==> config.mk <==
export PLATFORM = sky130hd
export DESIGN_NAME = wrc_wake_rate_config
export DESIGN_NICKNAME = d
export VERILOG_FILES = /design/src/inc/wrc_pkg.sv /design/src/verilog/wrc_wake_rate_config.sv
export VERILOG_INCLUDE_DIRS = /design/src /design/src/inc
export SDC_FILE = /design/constraint.sdc
export NUM_CORES = 1
export LEC_CHECK = 0
export BUFFER_PORTS_ARGS = -buffer_cell sky130_fd_sc_hd__buf_4
export CAP_MARGIN = 10
export CORE_UTILIZATION = 30
export DETAILED_ROUTE_END_ITERATION = 10
export HOLD_SLACK_MARGIN = 0.08
export MAX_ROUTING_LAYER = met4
export PLACE_DENSITY_LB_ADDON = 0.25
export SYNTH_ARGS = -nofsm -noshare
export SYNTH_HDL_FRONTEND = slang
export SYNTH_SLANG_ARGS = --single-unit
==> constraint.sdc <==
create_clock -name clk_i -period 3.1 [get_ports clk_i]
set_clock_uncertainty 0.15 [all_clocks]
set_input_delay 0.31 -clock clk_i [delete_from_list [all_inputs] [get_ports clk_i]]
set_output_delay 0.31 -clock clk_i [all_outputs]
set_load 0.01 [all_outputs]
==> src/inc/wrc_regs.svh <==
/*
 * constants of the wake rate configuration block: register offsets, field
 * positions, reset values and rate codes.
 * assumes it is included by bare name from the bench and the design.
 */
`ifndef WRC_REGS_SVH
`define WRC_REGS_SVH
`define WRC_ADDR_RATE 8'h11
`define WRC_ADDR_SHADOW 8'h29
`define WRC_ADDR_PMODE 8'h1c
`define WRC_RATE_RST 8'h00
`define WRC_RATE_LSB 0
`define WRC_RATE_MSB 3
`define WRC_SEL_LSB 4
`define WRC_SEL_MSB 6
`define WRC_RESERVED_BIT_BIT 7
`define WRC_PM_ULP 3'h3
`define WRC_PM_LP 3'h0
`define WRC_PM_PREC 3'h4
`define WRC_PM_LSB 4
`define WRC_PM_MSB 6
`define WRC_CODE_SW 4'hf
`define WRC_TRIG_RST 8'h00
`define WRC_TUNE_RST 8'h00
`endif

==> src/inc/wrc_pkg.sv <==
/*
 * types of the wake rate configuration block.
 * assumes wrc_regs.svh is on the include path.
 */
package wrc_pkg;
    typedef enum logic [2:0] {
        WRC_SEL_NORMAL = 3'h0,
        WRC_SEL_BIAS = 3'h1,
        WRC_SEL_WPICK = 3'h2,
        WRC_SEL_SPICK = 3'h3,
        WRC_SEL_WCNT_LO = 3'h4,
        WRC_SEL_WCNT_HI = 3'h5,
        WRC_SEL_SCNT_LO = 3'h6,
        WRC_SEL_SCNT_HI = 3'h7
    } wrc_sel_e;
    typedef enum logic [1:0] {
        WRC_PM_ULTRA = 2'h0,
        WRC_PM_LOW = 2'h1,
        WRC_PM_PRECISE = 2'h3,
        WRC_PM_OTHER = 2'h2
    } wrc_pmode_e;
endpackage

==> src/verilog/wrc_wake_rate_config.sv <==
/*
 * wake rate configuration register with the manual shadow select that steers
 * the shared shadow address onto the trigger count and seven hidden rate-tuning registers.
 * assumes a register port (address, write strobe, write data, read data)
 * driven by the serial interface logic, synchronous to clk_i.
 */
`include "wrc_regs.svh"
module wrc_wake_rate_config
    import wrc_pkg::*;
(
    // clock, reset, enable
    input wire logic clk_i,
    input wire logic rst_n_i,
    input wire logic ce_i,
    // register port
    input wire logic [7:0] reg_addr_i,
    input wire logic reg_wr_i,
    input wire logic [7:0] reg_wdata_i,
    output logic [7:0] reg_rdata_o,
    // power mode field from the mode register
    input wire logic [7:0] pmode_reg_i,
    // decoded rate outputs
    output logic [3:0] output_data_rate_o,
    output logic rate_valid_o,
    output logic sw_rate_o,
    output logic [2:0] manual_shadow_select_o,
    // tuning values to the rate generator
    output logic [3:0] sniff_bias_tuning_nibble_o,
    output logic [3:0] wake_bias_tuning_nibble_o,
    output logic [4:0] wake_frequency_pick_o,
    output logic [4:0] sniff_frequency_pick_o,
    output logic [15:0] wake_clk_count_o,
    output logic [15:0] sniff_clk_count_o,
    output logic [7:0] trigger_sample_count_o,
    output logic trig_continuous_o
);
    // ************************************************************
    // decoding
    // ************************************************************
    logic [7:0] rate_q;
    logic [7:0] shadow_q [8];
    logic [3:0] code;
    logic [2:0] pm_field;
    wrc_pmode_e pmode;
    logic valid_d;
    logic wr_rate;
    logic wr_shadow;
    logic [7:0] rdata_d;

    assign code = rate_q[`WRC_RATE_MSB:`WRC_RATE_LSB];
    assign pm_field = pmode_reg_i[`WRC_PM_MSB:`WRC_PM_LSB];
    assign pmode = (pm_field == `WRC_PM_ULP) ? WRC_PM_ULTRA :
                   (pm_field == `WRC_PM_LP) ? WRC_PM_LOW :
                   (pm_field == `WRC_PM_PREC) ? WRC_PM_PRECISE : WRC_PM_OTHER;
    // code 15 is valid in every mode, whether or not tuning is loaded by the host
    assign valid_d = (code == `WRC_CODE_SW) ||
                     (pmode == WRC_PM_ULTRA && code >= 4'h6 && code <= 4'hc) ||
                     (pmode == WRC_PM_LOW && code >= 4'h5 && code <= 4'hb) ||
                     (pmode == WRC_PM_PRECISE && code >= 4'h5 && code <= 4'h8);
    assign wr_rate = ce_i && reg_wr_i && (reg_addr_i == `WRC_ADDR_RATE);
    assign wr_shadow = ce_i && reg_wr_i && (reg_addr_i == `WRC_ADDR_SHADOW);
    // reserved bit reads zero; shadow index is the select field
    assign rdata_d = (reg_addr_i == `WRC_ADDR_RATE) ? {1'b0, rate_q[6:0]} :
                     (reg_addr_i == `WRC_ADDR_SHADOW) ?
                         shadow_q[rate_q[`WRC_SEL_MSB:`WRC_SEL_LSB]] : 8'h00;

    // ************************************************************
    // registers
    // ************************************************************
    // bit 7 never stored
    always_ff @(posedge clk_i) begin
        if (!rst_n_i) begin
            rate_q <= `WRC_RATE_RST;
        end else if (wr_rate) begin
            rate_q <= {1'b0, reg_wdata_i[6:0]};
        end
    end

    // entry 0 is the trigger count, 1..7 the hidden tuning registers
    genvar gi;
    for (gi = 0; gi < 8; gi++) begin : g_shadow
        always_ff @(posedge clk_i) begin
            if (!rst_n_i) begin
                shadow_q[gi] <= (gi == 0) ? `WRC_TRIG_RST : `WRC_TUNE_RST;
            end else if (wr_shadow && rate_q[`WRC_SEL_MSB:`WRC_SEL_LSB] == 3'(gi)) begin
                // pick entries keep only 5 bits so the pad reads zero
                shadow_q[gi] <= (gi == 2 || gi == 3) ? {3'h0, reg_wdata_i[4:0]} : reg_wdata_i;
            end
        end
    end

    always_ff @(posedge clk_i) begin
        if (!rst_n_i) begin
            reg_rdata_o <= 8'h00;
            output_data_rate_o <= 4'h0;
            rate_valid_o <= 1'b0;
            sw_rate_o <= 1'b0;
            manual_shadow_select_o <= 3'h0;
            sniff_bias_tuning_nibble_o <= 4'h0;
            wake_bias_tuning_nibble_o <= 4'h0;
            wake_frequency_pick_o <= 5'h00;
            sniff_frequency_pick_o <= 5'h00;
            wake_clk_count_o <= 16'h0000;
            sniff_clk_count_o <= 16'h0000;
            trigger_sample_count_o <= 8'h00;
            trig_continuous_o <= 1'b0;
        end else if (ce_i) begin
            reg_rdata_o <= rdata_d;
            output_data_rate_o <= code;
            rate_valid_o <= valid_d;
            sw_rate_o <= (code == `WRC_CODE_SW);
            manual_shadow_select_o <= rate_q[`WRC_SEL_MSB:`WRC_SEL_LSB];
            sniff_bias_tuning_nibble_o <= shadow_q[WRC_SEL_BIAS][7:4];
            wake_bias_tuning_nibble_o <= shadow_q[WRC_SEL_BIAS][3:0];
            wake_frequency_pick_o <= shadow_q[WRC_SEL_WPICK][4:0];
            sniff_frequency_pick_o <= shadow_q[WRC_SEL_SPICK][4:0];
            wake_clk_count_o <= {shadow_q[WRC_SEL_WCNT_HI], shadow_q[WRC_SEL_WCNT_LO]};
            sniff_clk_count_o <= {shadow_q[WRC_SEL_SCNT_HI], shadow_q[WRC_SEL_SCNT_LO]};
            trigger_sample_count_o <= shadow_q[WRC_SEL_NORMAL];
            trig_continuous_o <= (shadow_q[WRC_SEL_NORMAL] == 8'hff);
        end
    end

    // ************************************************************
    // checks
    // ************************************************************
    reset_zero_a: assert property (@(posedge clk_i)
        !rst_n_i |=> rate_q == 8'h00) else $error("rate register not zero after reset");
    reserved_bit_zero_a: assert property (@(posedge clk_i) disable iff (!rst_n_i)
        ce_i && reg_addr_i == `WRC_ADDR_RATE |=> !reg_rdata_o[7])
        else $error("reserved bit read back as one");
    rate_write_a: assert property (@(posedge clk_i) disable iff (!rst_n_i)
        wr_rate |=> rate_q[6:0] == $past(reg_wdata_i[6:0])) else $error("rate write lost");
    ulp_gap_a: assert property (@(posedge clk_i) disable iff (!rst_n_i)
        ce_i && pmode == WRC_PM_ULTRA && code == 4'h5 |=> !rate_valid_o)
        else $error("code 5 accepted in ultra-low power");
    prec_high_a: assert property (@(posedge clk_i) disable iff (!rst_n_i)
        ce_i && pmode == WRC_PM_PRECISE && code == 4'h9 |=> !rate_valid_o)
        else $error("code 9 accepted in precision");
    sw_rate_a: assert property (@(posedge clk_i) disable iff (!rst_n_i)
        ce_i && code == 4'hf |=> sw_rate_o && rate_valid_o) else $error("software rate missed");
    pick_pad_a: assert property (@(posedge clk_i) disable iff (!rst_n_i)
        ce_i && reg_addr_i == `WRC_ADDR_SHADOW && rate_q[6:5] == 2'h1 |=> reg_rdata_o[7:5] == 3'h0)
        else $error("frequency pick pad not zero");
    count_byte_a: assert property (@(posedge clk_i) disable iff (!rst_n_i)
        wr_shadow && rate_q[6:4] == 3'h5 ##1 ce_i |=>
        wake_clk_count_o[15:8] == $past(reg_wdata_i, 2)) else $error("wake count high byte wrong");
    shadow_read_a: assert property (@(posedge clk_i) disable iff (!rst_n_i)
        ce_i && reg_addr_i == `WRC_ADDR_SHADOW |=> reg_rdata_o == $past(shadow_q[rate_q[6:4]]))
        else $error("shadow read not steered by select");
    trig_cont_a: assert property (@(posedge clk_i) disable iff (!rst_n_i)
        ce_i && shadow_q[0] == 8'hff |=> trig_continuous_o) else $error("continuous not flagged");

    // ************************************************************
    // checks: clock enable and address decode
    // ************************************************************
    // a frozen block must drop any write and hold rate register and read data while the enable is low
    ce_hold_a: assert property (@(posedge clk_i) disable iff (!rst_n_i)
        !ce_i |=> $stable(rate_q) && $stable(reg_rdata_o))
        else $error("state moved with enable low");
    other_write_a: assert property (@(posedge clk_i) disable iff (!rst_n_i)
        ce_i && reg_wr_i && reg_addr_i != `WRC_ADDR_RATE && reg_addr_i != `WRC_ADDR_SHADOW
        |=> $stable(rate_q)) else $error("foreign write changed rate register");
    other_read_a: assert property (@(posedge clk_i) disable iff (!rst_n_i)
        ce_i && reg_addr_i != `WRC_ADDR_RATE && reg_addr_i != `WRC_ADDR_SHADOW
        |=> reg_rdata_o == 8'h00) else $error("foreign address read not zero");

    // ************************************************************
    // checks: rate decode
    // ************************************************************
    rate_code_a: assert property (@(posedge clk_i) disable iff (!rst_n_i)
        ce_i |=> output_data_rate_o == $past(code))
        else $error("rate code output stale");
    ulp_top_a: assert property (@(posedge clk_i) disable iff (!rst_n_i)
        ce_i && pmode == WRC_PM_ULTRA && code == 4'hc |=> rate_valid_o)
        else $error("code 12 refused in ultra-low power");
    lp_low_a: assert property (@(posedge clk_i) disable iff (!rst_n_i)
        ce_i && pmode == WRC_PM_LOW && code == 4'h5 |=> rate_valid_o)
        else $error("code 5 refused in low power");
    lp_map_a: assert property (@(posedge clk_i) disable iff (!rst_n_i)
        ce_i && pm_field == 3'h0 && code == 4'hb |=> rate_valid_o)
        else $error("power mode zero not read as low power");
    other_mode_a: assert property (@(posedge clk_i) disable iff (!rst_n_i)
        ce_i && pmode == WRC_PM_OTHER && code != 4'hf |=> !rate_valid_o)
        else $error("rate accepted without a rate table");
    sw_off_a: assert property (@(posedge clk_i) disable iff (!rst_n_i)
        ce_i && code != 4'hf |=> !sw_rate_o)
        else $error("software rate flagged for a table code");

    // ************************************************************
    // checks: shadow entries
    // ************************************************************
    sel_out_a: assert property (@(posedge clk_i) disable iff (!rst_n_i)
        ce_i |=> manual_shadow_select_o == $past(rate_q[6:4]))
        else $error("select output stale");
    shadow_steer_a: assert property (@(posedge clk_i) disable iff (!rst_n_i)
        wr_shadow && rate_q[6:4] == 3'h1 |=> $stable(shadow_q[0]))
        else $error("shadow write hit the wrong entry");
    bias_split_a: assert property (@(posedge clk_i) disable iff (!rst_n_i)
        ce_i |=> {sniff_bias_tuning_nibble_o, wake_bias_tuning_nibble_o} == $past(shadow_q[1]))
        else $error("bias nibbles swapped");
    wpick_out_a: assert property (@(posedge clk_i) disable iff (!rst_n_i)
        ce_i |=> wake_frequency_pick_o == $past(shadow_q[2][4:0]))
        else $error("wake pick output wrong");
    spick_out_a: assert property (@(posedge clk_i) disable iff (!rst_n_i)
        ce_i |=> sniff_frequency_pick_o == $past(shadow_q[3][4:0]))
        else $error("sniff pick output wrong");
    pick_store_a: assert property (@(posedge clk_i) disable iff (!rst_n_i)
        wr_shadow && rate_q[6:4] == 3'h2 |=> shadow_q[2][7:5] == 3'h0)
        else $error("wake pick stored pad bits");
    wcount_lo_a: assert property (@(posedge clk_i) disable iff (!rst_n_i)
        ce_i |=> wake_clk_count_o[7:0] == $past(shadow_q[4]))
        else $error("wake count low byte wrong");
    scount_out_a: assert property (@(posedge clk_i) disable iff (!rst_n_i)
        ce_i |=> sniff_clk_count_o == $past({shadow_q[7], shadow_q[6]}))
        else $error("sniff count bytes wrong");
    trigger_sample_count_a: assert property (@(posedge clk_i) disable iff (!rst_n_i)
        ce_i |=> trigger_sample_count_o == $past(shadow_q[0]))
        else $error("trigger count output wrong");
    // a finite count must never be mistaken for continuous sampling
    trig_finite_a: assert property (@(posedge clk_i) disable iff (!rst_n_i)
        ce_i && shadow_q[0] != 8'hff |=> !trig_continuous_o)
        else $error("finite count flagged continuous");
endmodule
==> summary.md <==
| Metric | Value |
|---|---|
| Netlist cell types | 37 |
| DRC violations left | 0 |
| DRT antenna net count | 0 |
| Async SR Flop Fraction | 0% |
| Inst Count DP | 836 |
| Share of post-route cells with drive strength above 1 | 28.1% |
| Worst r2r src | rate_q[4] |
| Number of flops mapped to enable cells by yosys | 58 |
| Max-cap viol count | 0 |
| Die area | 20600 um2 |
| Setup tns final | 0 ns |
| Area grow syn2layout | 28.1% |
| Primary FF master, synth | dfxtp_1 |
| Slew margin rel. | 53.5% |
| Crit path cell chain | inv_1, or2_2, o21ai_0, buf_4 |
| Synth Warn # | 0 |
| Root buf cell | clkbuf_16 |
| Reg2reg end | shadow_q[1][3] |
| Register bit total from synthesis | 144 |
| Chip width | 144 um |
| Critical Path Sink Type | flop |
| N_diodes | 0 |
| Largest net degree at the start of global routing | 87 |
| Post-place setup slack | 0.682 ns |
| DPL Wire Length | 10900 um |
| Hold Crit Start | reg_wdata_i[5] |
| Setup violations, final | 0 |
| Worst-margin pin slew | 0.697 ns |
| Post-CTS Hold Buffers | 1 |
| Status | completed |
| R2R Setup Slk | 1.02 ns |
| Tot GR Track Use | 16.1% |
| Global route total overflow | 0 |
| Placed cell area | 7120 um2 |
| Min setup slack post-route | 1.02 ns |
| Io pins | 104 |
| Max clock buf depth | 2 |
| CTS tree | yes |
| Vias | 4004 |
| Overall Power | 4.30 mW |
| Max Freq | 482 MHz |
| Hold Fails Final Rpt | 0 |
| Hold_ws | 0.0904 ns |
| Core Util, Final | 39.5% |
| Total CTS buffers | 17 |
| Crit path arrival time | 2.06 ns |
| Via/cell ratio | 4.60 |
| Mapped cell area | 6010 um2 |
| Critical path class | flop to flop |
| Most frequent cells in the layout | buf_4, dfxtp_1, mux2i_1, nor2b_1 |
| Part of the Yosys area used for sequential elements | 57.6% |
| Number of detailed-route iterations in the first pass | 4 |
| Final Max Tran Viols | 0 |
| Clock transition at the registers of the reported paths | 0.07 ns |
| FP Rows | 51 |
| Worst Reg-to-Reg Cells | 4 |
| IO buf count | 98 |
| Iter 0 DRT Violations | 198 |
| Power Density | 558 nW/um2 |
| Max incr delay on CP | 0.54 ns |
| Most common cell after layout, fill and taps aside | buf_4 |
| Post-cts repair resize count | 0 |
| Tcrit/Tclk final | 67.0% |
| Post-CTS setup buffers | 0 |
| IR drop worst, VDD | 0.368 mV |
| Clock Latency Late Sink | 0.42 ns |
| Worst Hold End | shadow_q[6][5] |
| Initial Utilization | 30.8% |
| Routed WL per cell | 17.2 um |
| Area leader, netlist | edfxtp_1 |
| Worst EP required | 3.08 ns |
| Clock sinks | 144 |
| Synth top area cells | edfxtp_1, dfxtp_1, mux2i_1 |
| RSZ-0062 raised after global routing | no |
| GPL Wtd Cong | 0.845 |
| Nets | 620 |
| Static leakage | 3.06 nW |
| CTS H-tree depth | 4 |
| Fin crit period | 2.08 ns |
| Post-Layout Cell Count | 870 |
| Cells after synthesis | 479 |
| Share of the synthesized area in the top cell type | 29.0% |
| Initial antenna violation count | 0 |
| Core footprint | 19500 um2 |
| Max FO, Critical Path | 8 |
| Final wirelength | 15000 um |
| Syn nets | 507 |
| Critical path startpoint category | flop |
| Die Ht | 144 um |
| Design Area, Final | 7710 um2 |
| Syn Area/Cell | 12.6 um2 |
| First-pass GRT wire length | 22900 um |
| Hold/Removal Path Class | input port to flop |
| Hold depth | 2 |
| Slowest CP cell | dfxtp_1 |
| Number of global-route vias before repair | 3926 |
flip-flops by register name (all words and copies together) (netlist names), named ones only:
signal,flops
shadow_q,58
sniff_clk_count_o,16
wake_clk_count_o,16
reg_rdata_o,8
trigger_sample_count_o,8
rate_q,7
sniff_frequency_pick_o,5
wake_frequency_pick_o,5
output_data_rate_o,4
sniff_bias_tuning_nibble_o,4
wake_bias_tuning_nibble_o,4
manual_shadow_select_o,3
rate_valid_o,1
sw_rate_o,1
trig_continuous_o,1
layer usage:
layer	wire length, um	part of all wire, %	global-route usage [%]	vias up
met5	0	0	-	-
met4	229	1.5	6.10	0
met3	768	5.1	4.20	18
met2	7370	49	25.2	111
met1	6610	44	19.8	1945
li1	-	-	-	1930
worst max-delay path: cells and delay by family (launching register included):
| family | cells | cell delay [ns] |
|---|---|---|
| flip-flops | 1 | 0.54 |
| buffers and inverters | 2 | 0.42 |
| AND/OR/NAND/NOR | 1 | 0.36 |
| AO/OA/AOI/OAI | 1 | 0.32 |
power breakdown:
group / switching, mW / internal (mW) / total [mW]
sequential: 0.0428 / 2.03 / 2.07
combinational: 0.137 / 0.141 / 0.279
clock: 0.818 / 1.13 / 1.95
total: 0.998 / 3.30 / 4.30
Yosys cell counts, drive strengths merged, types with 3 or more instances:
cell type	instances
a21oi	5
nand2	6
mux4	11
inv	3
and2	58
dfxtp	86
nor2b	77
a22oi	7
clkbuf	12
nand4	4
nor3	11
buf	15
mux2i	82
edfxtp	58
o21ai	18
and3	3
worst max path at each step:
stage / from / endpoint / cells past startpoint
3_3_place_gp: reg_addr_i[7] / shadow_q[1][0] / 6
2_1_floorplan: ce_i / shadow_q[7][0] / 5
6_report: rate_q[4] / shadow_q[1][3] / 4
5_1_grt: rate_q[6] / shadow_q[0][5] / 4
3_5_place_dp: reg_addr_i[7] / shadow_q[0][7] / 6
4_1_cts: rate_q[6] / shadow_q[0][7] / 4
kinds of logic after synthesis:
family | count (synthesis) | synth area share [%]
XOR/XNOR | 1 | 0.146
AND/OR/NAND/NOR | 173 | 18.3
multiplexers | 95 | 18.1
AO/OA/AOI/OAI | 36 | 3.60
buffers and inverters | 30 | 2.20
flip-flops | 144 | 57.6
layout make-up:
type / instances / area, um2
inverters: 3 / 11.3
multi-input cells: 305 / 2420
repair buffers: 121 / 913
fillers: 1907 / 11800
flip-flops and latches: 144 / 3460
clock buffers: 18 / 439
clock inverters: 14 / 130
well taps: 265 / 332
(Power assumes the default switching activity.)
